**src/bzc_pkg.sv**
```systemverilog
/*
  bzc_pkg: address map, register layout, reset values and cycle counts
  for the bus interface zone control block.
  assumes a 24-bit byte address from the cpu core bus, 16-bit data.
*/
`default_nettype none
package bzc_pkg;
  // address map
  localparam logic [23:0] FLASH_LO = 24'h000000;
  localparam logic [23:0] FLASH_HI = 24'h03ffff;
  localparam logic [23:0] FDATA_LO = 24'h0d0000;
  localparam logic [23:0] FDATA_HI = 24'h0d1fff;
  localparam logic [23:0] RAM_LO = 24'h0e0000;
  localparam logic [23:0] RAM_HI = 24'h0e7fff;
  localparam logic [23:0] CAN0_LO = 24'h0ef000;
  localparam logic [23:0] CAN0_HI = 24'h0ef13f;
  localparam logic [23:0] CAN1_LO = 24'h0ef200;
  localparam logic [23:0] CAN1_HI = 24'h0ef33f;
  localparam logic [23:0] ZONE1_LO = 24'h400000;
  localparam logic [23:0] ZONE1_HI = 24'h7fffff;
  localparam logic [23:0] ZONE2_LO = 24'h800000;
  localparam logic [23:0] ZONE2_HI = 24'hfeffff;
  localparam logic [23:0] PERA_LO = 24'hfff200;
  localparam logic [23:0] PERA_HI = 24'hfffaff;
  localparam logic [23:0] IOZ_LO = 24'hfffb00;
  localparam logic [23:0] IOZ_HI = 24'hfffbff;
  localparam logic [23:0] PERB_LO = 24'hfffc00;
  localparam logic [23:0] PERB_HI = 24'hffffff;
  // bus control registers, two bytes apart
  localparam logic [23:0] BUS_GENERAL_CONFIG_ADDR = 24'hfff900;
  localparam logic [23:0] IO_ZONE_CONFIG_ADDR = 24'hfff902;
  localparam logic [23:0] STATIC_ZONE0_CONFIG_ADDR = 24'hfff904;
  localparam logic [23:0] STATIC_ZONE1_CONFIG_ADDR = 24'hfff906;
  localparam logic [23:0] STATIC_ZONE2_CONFIG_ADDR = 24'hfff908;
  // reset values and writable bits
  localparam logic [7:0] BUS_GENERAL_CONFIG_RESET = 8'h07;
  localparam logic [7:0] BUS_GENERAL_CONFIG_MASK = 8'h07;
  localparam logic [15:0] IO_ZONE_CONFIG_RESET = 16'h069f;
  localparam logic [15:0] IO_ZONE_CONFIG_MASK = 16'h069f;
  localparam logic [15:0] SZCFG_RESET = 16'h069f;
  localparam logic [15:0] SZCFG_MASK = 16'h0eff;
  // field positions
  localparam int WRITE_TIMING_BIT = 0;
  localparam int WAIT_LSB = 0;
  localparam int HOLD_LSB = 3;
  localparam int FAST_READ_BIT = 11;
  // basic cycle counts
  localparam logic [1:0] NORMAL_READ_CYCLES = 2'h2;
  localparam logic [1:0] FAST_READ_CYCLES = 2'h1;
  localparam logic [1:0] LATE_WRITE_CYCLES = 2'h2;
  localparam logic [1:0] EARLY_WRITE_CYCLES = 2'h3;
  localparam logic [1:0] UNTIMED_CYCLES = 2'h1;

  typedef enum logic [2:0] {
    MODE_INTERNAL_PROGRAM = 3'b000,
    MODE_EXTERNAL_PROGRAM = 3'b001,
    MODE_OFFCHIP_PROGRAM = 3'b010,
    MODE_OFFCHIP_KEEP_INTERNAL = 3'b011,
    MODE_IN_SYSTEM_PROGRAM = 3'b100
  } bzc_env_type;

  typedef enum logic [2:0] {
    TGT_NONE = 3'b000,
    TGT_FLASH = 3'b001,
    TGT_EXT = 3'b010,
    TGT_IO = 3'b011,
    TGT_ONCHIP = 3'b100,
    TGT_REGS = 3'b101
  } bzc_tgt_type;
endpackage
`default_nettype wire

```
**src/bzc_env_select.sv**
```systemverilog
/*
  bzc_env_select: synchronises the environment strap pins and latches
  the operating environment while reset is held.
  assumes flash_empty comes from logic on sys_clk, straps from pads.
*/
`default_nettype none
module bzc_env_select import bzc_pkg::*; (
  input wire logic sys_clk,
  input wire logic rst_n,
  input wire logic clk_en,
  input wire logic [2:0] environment_strap_pins,
  input wire logic flash_empty,
  output bzc_env_type env_mode
);
  logic [2:0] strap_s1_q;
  logic [2:0] strap_s2_q;
  bzc_env_type mode_q;
  bzc_env_type mode_d;

  always_comb begin
    mode_d = mode_q;
    if (!rst_n) begin
      case (strap_s2_q)
        3'b111: mode_d = flash_empty ? MODE_IN_SYSTEM_PROGRAM : MODE_INTERNAL_PROGRAM;
        3'b011: mode_d = flash_empty ? MODE_IN_SYSTEM_PROGRAM : MODE_EXTERNAL_PROGRAM;
        3'b110: mode_d = MODE_IN_SYSTEM_PROGRAM;
        3'b000: mode_d = MODE_OFFCHIP_PROGRAM;
        3'b001: mode_d = MODE_OFFCHIP_KEEP_INTERNAL;
        // unlisted straps fall back to the safe boot loader
        default: mode_d = MODE_IN_SYSTEM_PROGRAM;
      endcase
    end
  end

  // straps are not reset: they must keep sampling during reset
  always_ff @(posedge sys_clk) begin
    if (clk_en) begin
      strap_s1_q <= environment_strap_pins;
      strap_s2_q <= strap_s1_q;
      mode_q <= mode_d;
    end
  end

  assign env_mode = mode_q;
endmodule
`default_nettype wire

```
**src/bzc_cycle_timer.sv**
```systemverilog
/*
  bzc_cycle_timer: paces one bus transfer: basic cycles, internal wait
  cycles right after the address, hold cycles at the end.
  assumes start is a one-cycle pulse given only while idle.
*/
`default_nettype none
module bzc_cycle_timer import bzc_pkg::*; (
  input wire logic sys_clk,
  input wire logic rst_n,
  input wire logic clk_en,
  input wire logic start,
  input wire logic [1:0] base_cycles,
  input wire logic [2:0] wait_cycles,
  input wire logic [1:0] hold_cycles,
  output logic in_wait,
  output logic in_hold,
  output logic capture,
  output logic done
);
  logic [3:0] cnt_q, cnt_d, acc_q, acc_d, tot_q, tot_d;
  logic [2:0] wt_q, wt_d;
  logic busy_q, busy_d;

  always_comb begin
    cnt_d = cnt_q;
    acc_d = acc_q;
    tot_d = tot_q;
    wt_d = wt_q;
    busy_d = busy_q;
    if (start) begin
      cnt_d = 4'h0;
      acc_d = 4'({2'h0, base_cycles} + {1'b0, wait_cycles});
      tot_d = 4'({2'h0, base_cycles} + {1'b0, wait_cycles} + {2'h0, hold_cycles});
      wt_d = wait_cycles;
      busy_d = 1'b1;
    end else if (done) begin
      busy_d = 1'b0;
    end else if (busy_q) begin
      cnt_d = 4'(cnt_q + 4'h1);
    end
  end

  always_ff @(posedge sys_clk) begin
    if (!rst_n) begin
      cnt_q <= 4'h0;
      acc_q <= 4'h0;
      tot_q <= 4'h0;
      wt_q <= 3'h0;
      busy_q <= 1'b0;
    end else if (clk_en) begin
      cnt_q <= cnt_d;
      acc_q <= acc_d;
      tot_q <= tot_d;
      wt_q <= wt_d;
      busy_q <= busy_d;
    end
  end

  assign in_wait = busy_q && cnt_q >= 4'h1 && cnt_q <= {1'b0, wt_q};
  assign capture = busy_q && cnt_q == 4'(acc_q - 4'h1);
  assign in_hold = busy_q && cnt_q >= acc_q;
  assign done = busy_q && cnt_q == 4'(tot_q - 4'h1);
endmodule
`default_nettype wire

```
**src/bzc_zone_control.sv**
```systemverilog
/*
  bzc_zone_control: bus interface unit between the cpu core bus and the
  on-chip flash, the i/o zone, external memory and untimed on-chip regions.
  assumes a master that holds cpu_req and its address/data until cpu_ack,
  target read data on tgt_rdata from logic on sys_clk.
*/
`default_nettype none
module bzc_zone_control import bzc_pkg::*; #(
  parameter int DW = 16
) (
  input wire logic sys_clk,
  input wire logic rst_n,
  input wire logic clk_en,
  input wire logic [2:0] environment_strap_pins,
  input wire logic flash_empty,
  input wire logic cpu_req,
  input wire logic cpu_we,
  input wire logic [23:0] cpu_addr,
  input wire logic [DW-1:0] cpu_wdata,
  output logic cpu_ack,
  output logic cpu_err,
  output logic [DW-1:0] cpu_rdata,
  output logic [23:0] tgt_addr,
  output logic [DW-1:0] tgt_wdata,
  output logic tgt_we,
  output logic flash_sel,
  output logic ext_sel,
  output logic io_sel,
  output logic onchip_sel,
  output logic internal_wait_cycle,
  output logic hold_cycle,
  input wire logic [DW-1:0] tgt_rdata,
  output bzc_env_type env_mode,
  output logic ext_mem_enable,
  output logic isp_boot_select,
  output logic write_timing_select
);
  typedef enum logic {
    ST_IDLE = 1'b0,
    ST_XFER = 1'b1
  } bzc_state_type;

  function automatic logic in_range(input logic [23:0] a, input logic [23:0] lo, input logic [23:0] hi);
    return a >= lo && a <= hi;
  endfunction

  function automatic bzc_tgt_type decode_target(input logic [23:0] a, input bzc_env_type m);
    logic ext_ok;
    ext_ok = m == MODE_EXTERNAL_PROGRAM || m == MODE_OFFCHIP_PROGRAM || m == MODE_OFFCHIP_KEEP_INTERNAL;
    if (in_range(a, FLASH_LO, FLASH_HI) || in_range(a, FDATA_LO, FDATA_HI)) begin
      return m == MODE_OFFCHIP_PROGRAM ? TGT_EXT : TGT_FLASH;
    end
    if (in_range(a, ZONE1_LO, ZONE2_HI)) begin
      return ext_ok ? TGT_EXT : TGT_NONE;
    end
    if (in_range(a, BUS_GENERAL_CONFIG_ADDR, STATIC_ZONE2_CONFIG_ADDR + 24'h000001)) begin
      return TGT_REGS;
    end
    if (in_range(a, IOZ_LO, IOZ_HI)) begin
      return TGT_IO;
    end
    if (in_range(a, RAM_LO, RAM_HI) || in_range(a, CAN0_LO, CAN0_HI) || in_range(a, CAN1_LO, CAN1_HI) ||
        in_range(a, PERA_LO, PERA_HI) || in_range(a, PERB_LO, PERB_HI)) begin
      return TGT_ONCHIP;
    end
    // reserved holes answer with an error and no target strobe
    return TGT_NONE;
  endfunction

  bzc_state_type st_q, st_d;
  bzc_tgt_type tgt_q, tgt_d, req_tgt;
  logic [23:0] addr_q, addr_d;
  logic [DW-1:0] wdata_q, wdata_d, rdata_q, rdata_d;
  logic we_q, we_d, ack_q, ack_d, err_q, err_d;
  logic [7:0] bus_general_config_q, bus_general_config_d;
  logic [15:0] io_zone_config_q, io_zone_config_d;
  logic [15:0] sz_q [0:2];
  logic [15:0] sz_d [0:2];
  logic [15:0] reg_rd, zone_cfg;
  logic [1:0] zone_idx;
  logic accept, start, t_capture, t_done;
  logic [1:0] base_n, hold_n;
  logic [2:0] wait_n;

  bzc_env_select u_env (
    .sys_clk(sys_clk),
    .rst_n(rst_n),
    .clk_en(clk_en),
    .environment_strap_pins(environment_strap_pins),
    .flash_empty(flash_empty),
    .env_mode(env_mode)
  );

  bzc_cycle_timer u_timer (
    .sys_clk(sys_clk),
    .rst_n(rst_n),
    .clk_en(clk_en),
    .start(start),
    .base_cycles(base_n),
    .wait_cycles(wait_n),
    .hold_cycles(hold_n),
    .in_wait(internal_wait_cycle),
    .in_hold(hold_cycle),
    .capture(t_capture),
    .done(t_done)
  );

  assign req_tgt = decode_target(cpu_addr, env_mode);
  assign accept = st_q == ST_IDLE && cpu_req && !ack_q;
  assign start = accept;
  assign zone_idx = in_range(cpu_addr, ZONE2_LO, ZONE2_HI) ? 2'h2 :
                    in_range(cpu_addr, ZONE1_LO, ZONE1_HI) ? 2'h1 : 2'h0;
  assign zone_cfg = req_tgt == TGT_IO ? io_zone_config_q : sz_q[zone_idx];

  // cycle shape chosen from direction, target and zone settings
  always_comb begin
    base_n = UNTIMED_CYCLES;
    wait_n = 3'h0;
    hold_n = 2'h0;
    if (req_tgt == TGT_FLASH || req_tgt == TGT_EXT || req_tgt == TGT_IO) begin
      wait_n = zone_cfg[WAIT_LSB +: 3];
      hold_n = zone_cfg[HOLD_LSB +: 2];
      if (cpu_we) begin
        base_n = bus_general_config_q[WRITE_TIMING_BIT] ? EARLY_WRITE_CYCLES : LATE_WRITE_CYCLES;
      end else if (req_tgt != TGT_IO && zone_cfg[FAST_READ_BIT]) begin
        base_n = FAST_READ_CYCLES;
        // fast reads ignore the wait and hold fields
        wait_n = 3'h0;
        hold_n = 2'h0;
      end else begin
        base_n = NORMAL_READ_CYCLES;
      end
    end
  end

  always_comb begin
    case (addr_q[3:1])
      3'h0: reg_rd = {8'h00, bus_general_config_q};
      3'h1: reg_rd = io_zone_config_q;
      3'h2: reg_rd = sz_q[0];
      3'h3: reg_rd = sz_q[1];
      3'h4: reg_rd = sz_q[2];
      default: reg_rd = 16'h0000;
    endcase
  end

  // transfer sequencing
  always_comb begin
    st_d = st_q;
    tgt_d = tgt_q;
    addr_d = addr_q;
    wdata_d = wdata_q;
    we_d = we_q;
    rdata_d = rdata_q;
    err_d = err_q;
    ack_d = 1'b0;
    case (st_q)
      ST_IDLE: begin
        if (accept) begin
          st_d = ST_XFER;
          tgt_d = req_tgt;
          addr_d = cpu_addr;
          wdata_d = cpu_wdata;
          we_d = cpu_we;
        end
      end
      ST_XFER: begin
        if (t_capture && !we_q) begin
          rdata_d = tgt_q == TGT_REGS ? DW'(reg_rd) : tgt_q == TGT_NONE ? '0 : tgt_rdata;
        end
        if (t_done) begin
          st_d = ST_IDLE;
          tgt_d = TGT_NONE;
          ack_d = 1'b1;
          err_d = tgt_q == TGT_NONE;
        end
      end
      default: st_d = ST_IDLE;
    endcase
  end

  always_ff @(posedge sys_clk) begin
    if (!rst_n) begin
      st_q <= ST_IDLE;
      tgt_q <= TGT_NONE;
      addr_q <= 24'h000000;
      wdata_q <= '0;
      we_q <= 1'b0;
      rdata_q <= '0;
      err_q <= 1'b0;
      ack_q <= 1'b0;
    end else if (clk_en) begin
      st_q <= st_d;
      tgt_q <= tgt_d;
      addr_q <= addr_d;
      wdata_q <= wdata_d;
      we_q <= we_d;
      rdata_q <= rdata_d;
      err_q <= err_d;
      ack_q <= ack_d;
    end
  end

  // register writes commit on the last cycle of their transfer
  always_comb begin
    bus_general_config_d = bus_general_config_q;
    io_zone_config_d = io_zone_config_q;
    for (int i = 0; i < 3; i++) begin
      sz_d[i] = sz_q[i];
    end
    if (st_q == ST_XFER && t_done && we_q && tgt_q == TGT_REGS) begin
      case (addr_q[3:1])
        3'h0: bus_general_config_d = wdata_q[7:0] & BUS_GENERAL_CONFIG_MASK;
        3'h1: io_zone_config_d = 16'(wdata_q) & IO_ZONE_CONFIG_MASK;
        3'h2: sz_d[0] = 16'(wdata_q) & SZCFG_MASK;
        3'h3: sz_d[1] = 16'(wdata_q) & SZCFG_MASK;
        3'h4: sz_d[2] = 16'(wdata_q) & SZCFG_MASK;
        default: bus_general_config_d = bus_general_config_q;
      endcase
    end
  end

  always_ff @(posedge sys_clk) begin
    if (!rst_n) begin
      bus_general_config_q <= BUS_GENERAL_CONFIG_RESET;
      io_zone_config_q <= IO_ZONE_CONFIG_RESET;
      for (int i = 0; i < 3; i++) begin
        sz_q[i] <= SZCFG_RESET;
      end
    end else if (clk_en) begin
      bus_general_config_q <= bus_general_config_d;
      io_zone_config_q <= io_zone_config_d;
      for (int i = 0; i < 3; i++) begin
        sz_q[i] <= sz_d[i];
      end
    end
  end

  // selects stay up through wait and hold so data is kept on the bus
  assign flash_sel = st_q == ST_XFER && tgt_q == TGT_FLASH;
  assign ext_sel = st_q == ST_XFER && tgt_q == TGT_EXT;
  assign io_sel = st_q == ST_XFER && tgt_q == TGT_IO;
  assign onchip_sel = st_q == ST_XFER && tgt_q == TGT_ONCHIP;
  assign tgt_addr = addr_q;
  assign tgt_wdata = wdata_q;
  assign tgt_we = we_q && st_q == ST_XFER && tgt_q != TGT_NONE && tgt_q != TGT_REGS;
  assign cpu_ack = ack_q;
  assign cpu_err = ack_q && err_q;
  assign cpu_rdata = rdata_q;
  assign write_timing_select = bus_general_config_q[WRITE_TIMING_BIT];
  assign ext_mem_enable = env_mode == MODE_EXTERNAL_PROGRAM || env_mode == MODE_OFFCHIP_PROGRAM ||
                          env_mode == MODE_OFFCHIP_KEEP_INTERNAL;
  assign isp_boot_select = env_mode == MODE_IN_SYSTEM_PROGRAM;
endmodule
`default_nettype wire

```
**config.mk**
```make
export PLATFORM = sky130hd
export DESIGN_NAME = bzc_zone_control
export DESIGN_NICKNAME = d
export VERILOG_FILES = /design/src/bzc_pkg.sv /design/src/bzc_env_select.sv /design/src/bzc_cycle_timer.sv /design/src/bzc_zone_control.sv
export SDC_FILE = /design/constraint.sdc
export NUM_CORES = 1
export LEC_CHECK = 0
export ABC_AREA = 1
export ABC_CLOCK_PERIOD_IN_PS = 11000
export BUFFER_PORTS_ARGS = -buffer_cell sky130_fd_sc_hd__buf_2
export CAP_MARGIN = 20
export CORE_MARGIN = 8
export CORE_UTILIZATION = 25
export DETAILED_ROUTE_END_ITERATION = 16
export SLEW_MARGIN = 20
export SYNTH_ARGS = -nofsm -noshare
export SYNTH_HDL_FRONTEND = slang
export SYNTH_SLANG_ARGS = --single-unit
export TNS_END_PERCENT = 30
```
**constraint.sdc**
```tcl
create_clock -name sys_clk -period 11 [get_ports sys_clk]
set_clock_uncertainty 0.05 [all_clocks]
set_input_delay 3.3 -clock sys_clk [delete_from_list [all_inputs] [get_ports sys_clk]]
set_output_delay 3.3 -clock sys_clk [all_outputs]
set_load 0.01 [all_outputs]
```
==> metrics.md, run 1 <==
| Metric | Value |
|---|---|
| Max cap viols | `0` |
| H-tree level count | `4` |
| Clock net sink count | `roughly 130` |
| Internal Pwr Total | `about 0.93 mW` |
| Post-DP HPWL | `13730 um` |
| IO Pins | `136` |
| Clock tree from TritonCTS | `built` |
| Routed wirelength normalized by instance count | `15.14 um` |
| Largest cells by area after synthesis | `sky130_fd_sc_hd__dfxtp_1 30%, sky130_fd_sc_hd__edfxtp_1 21%, sky130_fd_sc_hd__nand2_1 11%` |
| Class of the tightest hold or removal check | `reg -> reg` |
| Required time worst endpoint | `about 11 ns` |
| First drt pass iteration count | `5` |
| Worst R2R Start | `u_timer.tot_q[0]$_SDFFE_PN0P_` |
| Number of buffers between clock root and the deepest sink | `2` |
| Library cell used as clock root buffer | `sky130_fd_sc_hd__clkbuf_16` |
| Finished layout cell area | `about 0.0077 mm^2` |
| Drt total wl | `18000 um` |
| Relative slew slack | `a little under two fifths` |
| Sequential share of power | `between 40% and 50%` |
| P_sw | `0.2986 mW` |
| Vertical die dimension | `between 150 and 200 um` |
| Starting DRT DRC Count | `282` |
| Most common cell after layout, fill and taps aside | `sky130_fd_sc_hd__nand2_1` |
| Hold Violations, Final | `0` |
| Ratio of final minimum period to clock period | `a little over 50%` |
| Cells traversed along the worst timing path | `buf_2, nand2_1, nor2_2, nand2_4, nand2_2, nand2_1, nand2_1, nand2_1, nand2_1, inv_2, nand2_1, inv_1, ha_1, fa_1, ha_1, a21o_1, nand3_1, nand2_1, nand2_1, nor2_1` |
| Main flop type after synthesis | `sky130_fd_sc_hd__dfxtp_1` |
| Number of nets in the finished design | `935` |
| Final critical delay including setup and external delays | `about 5.7 ns` |
| Number of flops mapped to enable cells by yosys | `42` |
| Share of flip-flops with an asynchronous set or reset after synthesis | `0%` |
| Post-synthesis sequential element count | `132` |
| # DRC | `0` |
| Maximum vdd drop | `97.53 uV` |
| Area overhead of the layout relative to synthesis | `26.84%` |
| Number of buffers inserted by port buffering | `between 100 and 150` |
| Mapped cell area | `~0.0061 mm^2` |
| Total leakage power | `3.475 nW` |
| Kind of start point of the critical path | `input pin` |
| Cell area after placement | `slightly above 0.007 mm^2` |
| Buffers inserted during post-CTS setup optimization | `0` |
| Run status | `complete, no violations` |
| Commonest non-fill, non-tap cells in the layout | `174 x sky130_fd_sc_hd__nand2_1, 135 x sky130_fd_sc_hd__buf_2, 90 x sky130_fd_sc_hd__dfxtp_1, 84 x sky130_fd_sc_hd__inv_1, 69 x sky130_fd_sc_hd__o21ai_0` |
| Min-delay src | `u_env.strap_s1_q[2]$_DFFE_PP_` |
| Seq/Total Area, Yosys | `50.46%` |
| Synthesized Nets | `795` |
| Final count of negative-setup-slack endpoints | `0` |
| Yosys top cell area share | `29.68%` |
| Power density over cell area | `~160 mW/mm^2` |
| Max-slew violations | `0` |
| RSZ-0062 raised after global routing | `no` |
| Pin slew with the least headroom to its limit | `approximately 0.92 ns` |
| Filler Cell Count | `between 2000 and 3000` |
| Count of hold-fix buffers inserted at cts | `0` |
| Average cell area after synthesis | `approximately 8.5 um^2` |
| Endpoint class of the critical path | `flop` |
| Fmax | `between 150 and 200 MHz` |
| Overall Global Routing Usage | `between 10% and 20%` |
| Total via count in the routed design | `approximately 5200` |
| Resized cells post-CTS | `0` |
| Number of antenna violations at the first check in global routing | `0` |
| Most frequent CP cell | `sky130_fd_sc_hd__nand2_1` |
| Wire length of the first global-routing pass | `about 28000 um` |
| Number of synthesis warnings | `0` |
| Arrival time of the worst setup path | `just under 6 ns` |
| Post-Route Utilization | `roughly a third` |
| Via/cell ratio | `4.407` |
| Cell type contributing the most total cell area after synthesis | `sky130_fd_sc_hd__dfxtp_1` |
| Launch point of the critical path | `cpu_addr[18]` |
| Die Footprint | `0.02952 mm^2` |
| Setup_tns | `0 ns` |
| Routability Congestion | `about 0.8` |
| Number of buffers and inverters on the critical path | `3` |
| CORE AREA | `about 0.024 mm^2` |
| Latest clock arrival within the worst-skew pair | `0.42 ns` |
| Critical-path top delay cell | `sky130_fd_sc_hd__fa_1` |
| Maximum number of pins on one net before global-route repair | `36` |
| Remaining Overflow, GRT | `0` |
| Share of final-layout standard cells stronger than drive strength 1 | `around a quarter` |
| Combinational Power Share | `about a tenth` |
| Switching share of power | `24.31%` |
| Post-synthesis instance total | `a little over 700` |
| Family with the most delay on the worst path | `simple AND/OR/NAND/NOR gates` |
| Count of nets left with antenna violations after detail routing | `0` |
| Delay contributed by the slowest stage of the critical path | `0.51 ns` |
| Critical setup path kind | `in -> reg` |
| Clock slew at the register clock pins of the worst setup and hold paths | `~0.06 ns` |
| Worst Path Max Fanout | `9` |
| Initial core utilization | `between 20% and 30%` |
| Vias in the first global route | `about 5300` |
| Die width | `between 150 and 200 um` |
| Antenna diodes | `0` |
| Number of buffers created by CTS | `17` |
| Number of distinct library cells after synthesis | `between 40 and 50` |
| Share of total power in the clock network | `46.4%` |
| Number of standard-cell rows in the floorplan | `57` |
synthesized netlist by cell type, types with 6 or more instances:
| cell type | n |
|---|---|
| sky130_fd_sc_hd__a21oi_1 | 33 |
| sky130_fd_sc_hd__a211oi_1 | 6 |
| sky130_fd_sc_hd__edfxtp_1 | 42 |
| sky130_fd_sc_hd__o211ai_2 | 8 |
| sky130_fd_sc_hd__nor2_1 | 41 |
| sky130_fd_sc_hd__inv_1 | 85 |
| sky130_fd_sc_hd__o21ai_0 | 69 |
| sky130_fd_sc_hd__o211ai_1 | 6 |
| sky130_fd_sc_hd__clkbuf_1 | 10 |
| sky130_fd_sc_hd__nand3_1 | 31 |
| sky130_fd_sc_hd__dfxtp_1 | 90 |
| sky130_fd_sc_hd__nor3_1 | 8 |
| sky130_fd_sc_hd__xnor2_1 | 6 |
| sky130_fd_sc_hd__nand2_1 | 174 |
| sky130_fd_sc_hd__nand4_1 | 10 |
| sky130_fd_sc_hd__nand2_2 | 7 |
| sky130_fd_sc_hd__a22o_1 | 9 |
| sky130_fd_sc_hd__ha_1 | 16 |
| sky130_fd_sc_hd__buf_2 | 6 |
final cells by class:
cell class / count / area, um^2 / area share, %
clock buffers: 25 / 538.0 / 6.988
clock inverters: 7 / 62.56 / 0.8126
inverters: 88 / 331.6 / 4.307
multi-input cells: 472 / 2577 / 33.48
flip-flops and latches: 132 / 3063 / 39.79
well taps: 324 / 405.4 / 5.266
repair buffers: 141 / 720.7 / 9.361
layer usage:
metal / vias up / global-route usage (%) / routed length, um
met5: - / 0 / 0
met4: 0 / 4.235 / 348
met3: 18 / 3.098 / 672
met2: 88 / 22.30 / 9207
met1: 2452 / 14.24 / 7776
li1: 2682 / - / -
stage by stage:
stage | setup WS (ns) | total power [mW] | hold WS, ns | instances
detailed placement | 4.882 | 0.6698 | 0.3579 | 1157
global placement | 4.932 | 0.6677 | 0.3538 | 1157
CTS | 5.315 | 1.243 | 0.3706 | 1189
global route | 4.998 | 1.281 | 0.3746 | 1189
finish | 5.313 | 1.229 | 0.3729 | 1189
floorplan | 5.234 | 0.6192 | 0.3503 | 712
flip-flops by register name, summed over array words and instances (netlist names), 3 cells and up:
name,flops
u_env.strap_s1_q,3
u_env.strap_s2_q,3
u_timer.wt_q,3
u_timer.acc_q,4
u_timer.cnt_q,4
tgt_wdata,16
io_zone_config_q,8
tgt_q,3
bus_general_config_q,3
tgt_addr,24
u_env.env_mode,3
u_timer.tot_q,4
sz_q,33
cpu_rdata,16
worst register-to-register path, delay by kind of cell, from the launching register on:
family | cells | cell delay [ns]
XOR/XNOR | 2 | 0.39
buffers and inverters | 2 | 0.37
AND/OR/NAND/NOR | 3 | 0.57
AO/OA/AOI/OAI | 1 | 0.74
adder cells (fa/ha/maj) | 1 | 0.21
flip-flops | 1 | 0.38
worst paths after layout:
path              cells past startpoint                       endpoint  slack (ns)
setup / recovery                     20  u_timer.tot_q[3]$_SDFFE_PN0P_        5.31
hold / removal                        0  u_env.strap_s2_q[2]$_DFFE_PP_        0.37
setup reg to reg                      9       sz_q[1][5]$_SDFFCE_PN0P_        8.00
hold reg to reg                       0  u_env.strap_s2_q[2]$_DFFE_PP_        0.37
power groups by stage:
stage / sequential, mW / clock (mW) / combinational [mW]
5_1_grt: 0.538 / 0.604 / 0.140
3_5_place_dp: 0.546 / 0 / 0.124
6_report: 0.536 / 0.570 / 0.123
3_3_place_gp: 0.545 / 0 / 0.122
2_1_floorplan: 0.547 / 0 / 0.0723
4_1_cts: 0.536 / 0.583 / 0.125
cell families (layout without fill, tap and decap cells):
logic type,Yosys count,after routing,synth area share [%]
simple gates,289,289,21.34
xor+xnor,9,9,1.299
flops,132,132,50.46
buf+inv,108,261,7.194
fa+ha+maj,18,18,3.958
compound gates,156,156,15.75
(Power assumes the default switching activity.)
==> run 2: changes to the inputs <==
--- a/config.mk
+++ b/config.mk
@@ -6,7 +6,7 @@
 export NUM_CORES = 1
 export LEC_CHECK = 0
 export ABC_AREA = 1
-export ABC_CLOCK_PERIOD_IN_PS = 11000
+export ABC_CLOCK_PERIOD_IN_PS = 5300
 export BUFFER_PORTS_ARGS = -buffer_cell sky130_fd_sc_hd__buf_2
 export CAP_MARGIN = 20
 export CORE_MARGIN = 8
==> constraint.sdc (replaced) <==
create_clock -name sys_clk -period 5.3 [get_ports sys_clk]
set_clock_uncertainty 0.05 [all_clocks]
set_input_delay 1.59 -clock sys_clk [delete_from_list [all_inputs] [get_ports sys_clk]]
set_output_delay 1.59 -clock sys_clk [all_outputs]
set_load 0.01 [all_outputs]
==> run 2 against run 1 <==
Net effect: worst hold slack lost 0.0031 ns; sequential power up 110%; first-iteration DRC count is 25% higher; global-route usage increased by 0.063 points; cell count rose by 0.17%; combinational power is 110% higher; wire length rose by 0.26%; power up 110%; die area stayed put; highest routed layer unchanged; worst setup slack worse by 4.0 ns.
==> metrics.md, run 2 (synthesis gave the netlist of run 1 again) <==
| Metric | Value |
|---|---|
| Run status | `complete, no violations` |
| Area overhead of the layout relative to synthesis | `26.70%` |
| Relative slew slack | `39.06% (+0.96 points)` |
| Number of cell instances on the worst register-to-register path | `9 (unchanged)` |
| H-tree level count | `4 (unchanged)` |
| Count of nets left with antenna violations after detail routing | `0 (unchanged)` |
| Min-delay src | `u_env.strap_s1_q[1]$_DFFE_PP_` |
| Drt total wl | `18050 um (+0.26%)` |
| Hold Violations, Final | `0 (unchanged)` |
| Critical setup path kind | `in -> reg` |
| Commonest non-fill, non-tap cells in the layout | `174 x sky130_fd_sc_hd__nand2_1, 135 x sky130_fd_sc_hd__buf_2, 90 x sky130_fd_sc_hd__dfxtp_1, 85 x sky130_fd_sc_hd__inv_1, 69 x sky130_fd_sc_hd__o21ai_0` |
| Max reg flops | `33 (unchanged)` |
| Resized cells post-CTS | `0 (unchanged)` |
| Required time worst endpoint | `5.57 ns (-5.69 ns)` |
| Clock net sink count | `132 (unchanged)` |
| Post-DP HPWL | `13890 um (+1.2%)` |
| Pin slew with the least headroom to its limit | `0.9045 ns (-0.01431 ns)` |
| Overall power after layout | `2.534 mW (+110%)` |
| Busiest layer in global routing | `met2` |
| Vertical die dimension | `171.8 um (unchanged)` |
| Number of nets in the finished design | `936 (+0.11%)` |
| Die width | `171.8 um (unchanged)` |
| Ratio of final minimum period to clock period | `about three quarters` |
| GR Util met3 | `3.305% (+0.21 points)` |
| Max-slew violations | `0 (unchanged)` |
| Most common cell after layout, fill and taps aside | `sky130_fd_sc_hd__nand2_1` |
| Total leakage power | `3.467 nW (-0.24%)` |
| WHS | `0.3698 ns (-0.003092 ns)` |
| Arrival time of the worst setup path | `4.24 ns (-1.71 ns)` |
| Library cell used as clock root buffer | `sky130_fd_sc_hd__clkbuf_16` |
| Power density over cell area | `329.5 mW/mm^2 (+110%)` |
| Overall Global Routing Usage | `12.52% (+0.063 points)` |
| Number of standard-cell rows in the floorplan | `57 (unchanged)` |
| Maximum number of pins on one net before global-route repair | `33 (-8.3%)` |
| Number of buffers inserted by port buffering | `135 (unchanged)` |
| Routability Congestion | `0.8108 (-1.4%)` |
| # DRC | `0 (unchanged)` |
| RSZ-0062 raised after global routing | `no` |
| M1 GR Usage | `14.39% (+0.15 points)` |
| CORE AREA | `0.02411 mm^2 (unchanged)` |
| Maximum vdd drop | `186.2 uV (+91%)` |
| Count of hold-fix buffers inserted at cts | `0 (unchanged)` |
| Worst Hold Path Cells | `0 (unchanged)` |
| Number of buffers created by CTS | `17 (unchanged)` |
| Met2 usage | `21.97% (-0.33 points)` |
| First drt pass iteration count | `5 (unchanged)` |
| Share of final-layout standard cells stronger than drive strength 1 | `24.13% (+0.20 points)` |
| Kind of start point of the critical path | `input pin` |
| Vias in the first global route | `5286 (-1.1%)` |
| Clock tree from TritonCTS | `built` |
| Clock slew at the register clock pins of the worst setup and hold paths | `0.06 ns (about the same)` |
| Final count of negative-setup-slack endpoints | `0 (unchanged)` |
| Wire length of the first global-routing pass | `28390 um (about the same)` |
| Setup_tns | `0 ns (unchanged)` |
| Max cap viols | `0 (unchanged)` |
| Starting DRT DRC Count | `353 (+25%)` |
| Endpoint class of the critical path | `flop` |
| Number of buffers between clock root and the deepest sink | `2 (unchanged)` |
| Launch point of the critical path | `cpu_addr[23]` |
| Buffers inserted during post-CTS setup optimization | `0 (unchanged)` |
| Final critical delay including setup and external delays | `between 3 and 4 ns` |
| Fmax | `approximately 250 MHz` |
| Largest reg by FF count | `sz_q` |
| Latest clock arrival within the worst-skew pair | `0.42 ns (about the same)` |
| Remaining Overflow, GRT | `0 (unchanged)` |
| Number of antenna violations at the first check in global routing | `1 (+1)` |
| Worst R2R Start | `u_timer.tot_q[0]$_SDFFE_PN0P_` |
| Initial core utilization | `25.18% (unchanged)` |
| Worst Path Max Fanout | `5 (-4)` |
| Die Footprint | `0.02952 mm^2 (unchanged)` |
| IO Pins | `136 (unchanged)` |
| Routed wirelength normalized by instance count | `15.16 um (about the same)` |
| Class of the tightest hold or removal check | `reg -> reg` |
| Via/cell ratio | `4.420 (+0.29%)` |
| Total via count in the routed design | `5264 (+0.46%)` |
run 2: cell types whose count changed in the layout (fill, tap and decap cells not counted), sizes merged:
cell,delta
clkbuf,-8
clkinv,+4
inv,+2
buf,+1
bufinv,+1
clkinvlp,+1
diode,+1
run 2: layout make-up:
class                      instances  area (um^2)
fill                            2615        16420
sequential                       132         3063
multi-input combinational        472         2577
timing repair buffer             142        728.2
clock buffer                      17        425.4
tap                              324        405.4
inverter                          88        331.6
clock inverter                    15        156.4
antenna                            1        2.502
run 2: critical path, stage by stage:
cell and delay (ns):
sky130_fd_sc_hd__buf_2 0.14, sky130_fd_sc_hd__inv_1 0.09, sky130_fd_sc_hd__nand2_1 0.12, sky130_fd_sc_hd__nor3_2 0.28, sky130_fd_sc_hd__nand2_1 0.16, sky130_fd_sc_hd__nand2_2 0.12, sky130_fd_sc_hd__nand2_1 0.09, sky130_fd_sc_hd__inv_2 0.11
sky130_fd_sc_hd__nand2_1 0.08, sky130_fd_sc_hd__inv_1 0.06, sky130_fd_sc_hd__ha_1 0.18, sky130_fd_sc_hd__fa_1 0.48, sky130_fd_sc_hd__ha_1 0.32, sky130_fd_sc_hd__a21o_1 0.15, sky130_fd_sc_hd__nand3_1 0.09, sky130_fd_sc_hd__nand2_1 0.06
sky130_fd_sc_hd__nand2_1 0.05, sky130_fd_sc_hd__nor2_1 0.04
run 2: metrics by stage:
stage | worst slack (ns) | utilization (%) | instances | cell area, um^2
after CTS | 1.344 | 31.89 | 1190 | 7687
after floorplan | 1.244 | - | 712 | 6070
after detailed placement | 0.9058 | 29.48 | 1158 | 7106
final | 1.330 | 31.90 | 1191 | 7690
after global routing | 1.102 | 31.90 | 1191 | 7690
after global placement | 0.9423 | 29.48 | 1158 | 7106
run 2: per-layer routing:
| layer | routed length, um | vias up | share of wire, % |
|---|---|---|---|
| met5 | 0 | - | 0 |
| met4 | 452 | 0 | 2.5 |
| met3 | 803 | 23 | 4.4 |
| met2 | 9217 | 119 | 51 |
| met1 | 7576 | 2435 | 42 |
| li1 | - | 2687 | - |
run 2: final timing paths:
kind                                                 endpoint  slack [ns]
worst min register to register  u_env.strap_s2_q[1]$_DFFE_PP_        0.37
worst max register to register       sz_q[1][9]$_SDFFCE_PN1P_        2.30
worst max-delay path            u_timer.tot_q[3]$_SDFFE_PN0P_        1.33
worst min-delay path            u_env.strap_s2_q[1]$_DFFE_PP_        0.37
run 2: report_power, final:
group          total, mW  switching (mW)  internal (mW)  leakage, nW
combinational      0.255           0.161         0.0938         2.06
sequential          1.11          0.0241           1.09         1.12
clock               1.17           0.471          0.697        0.289
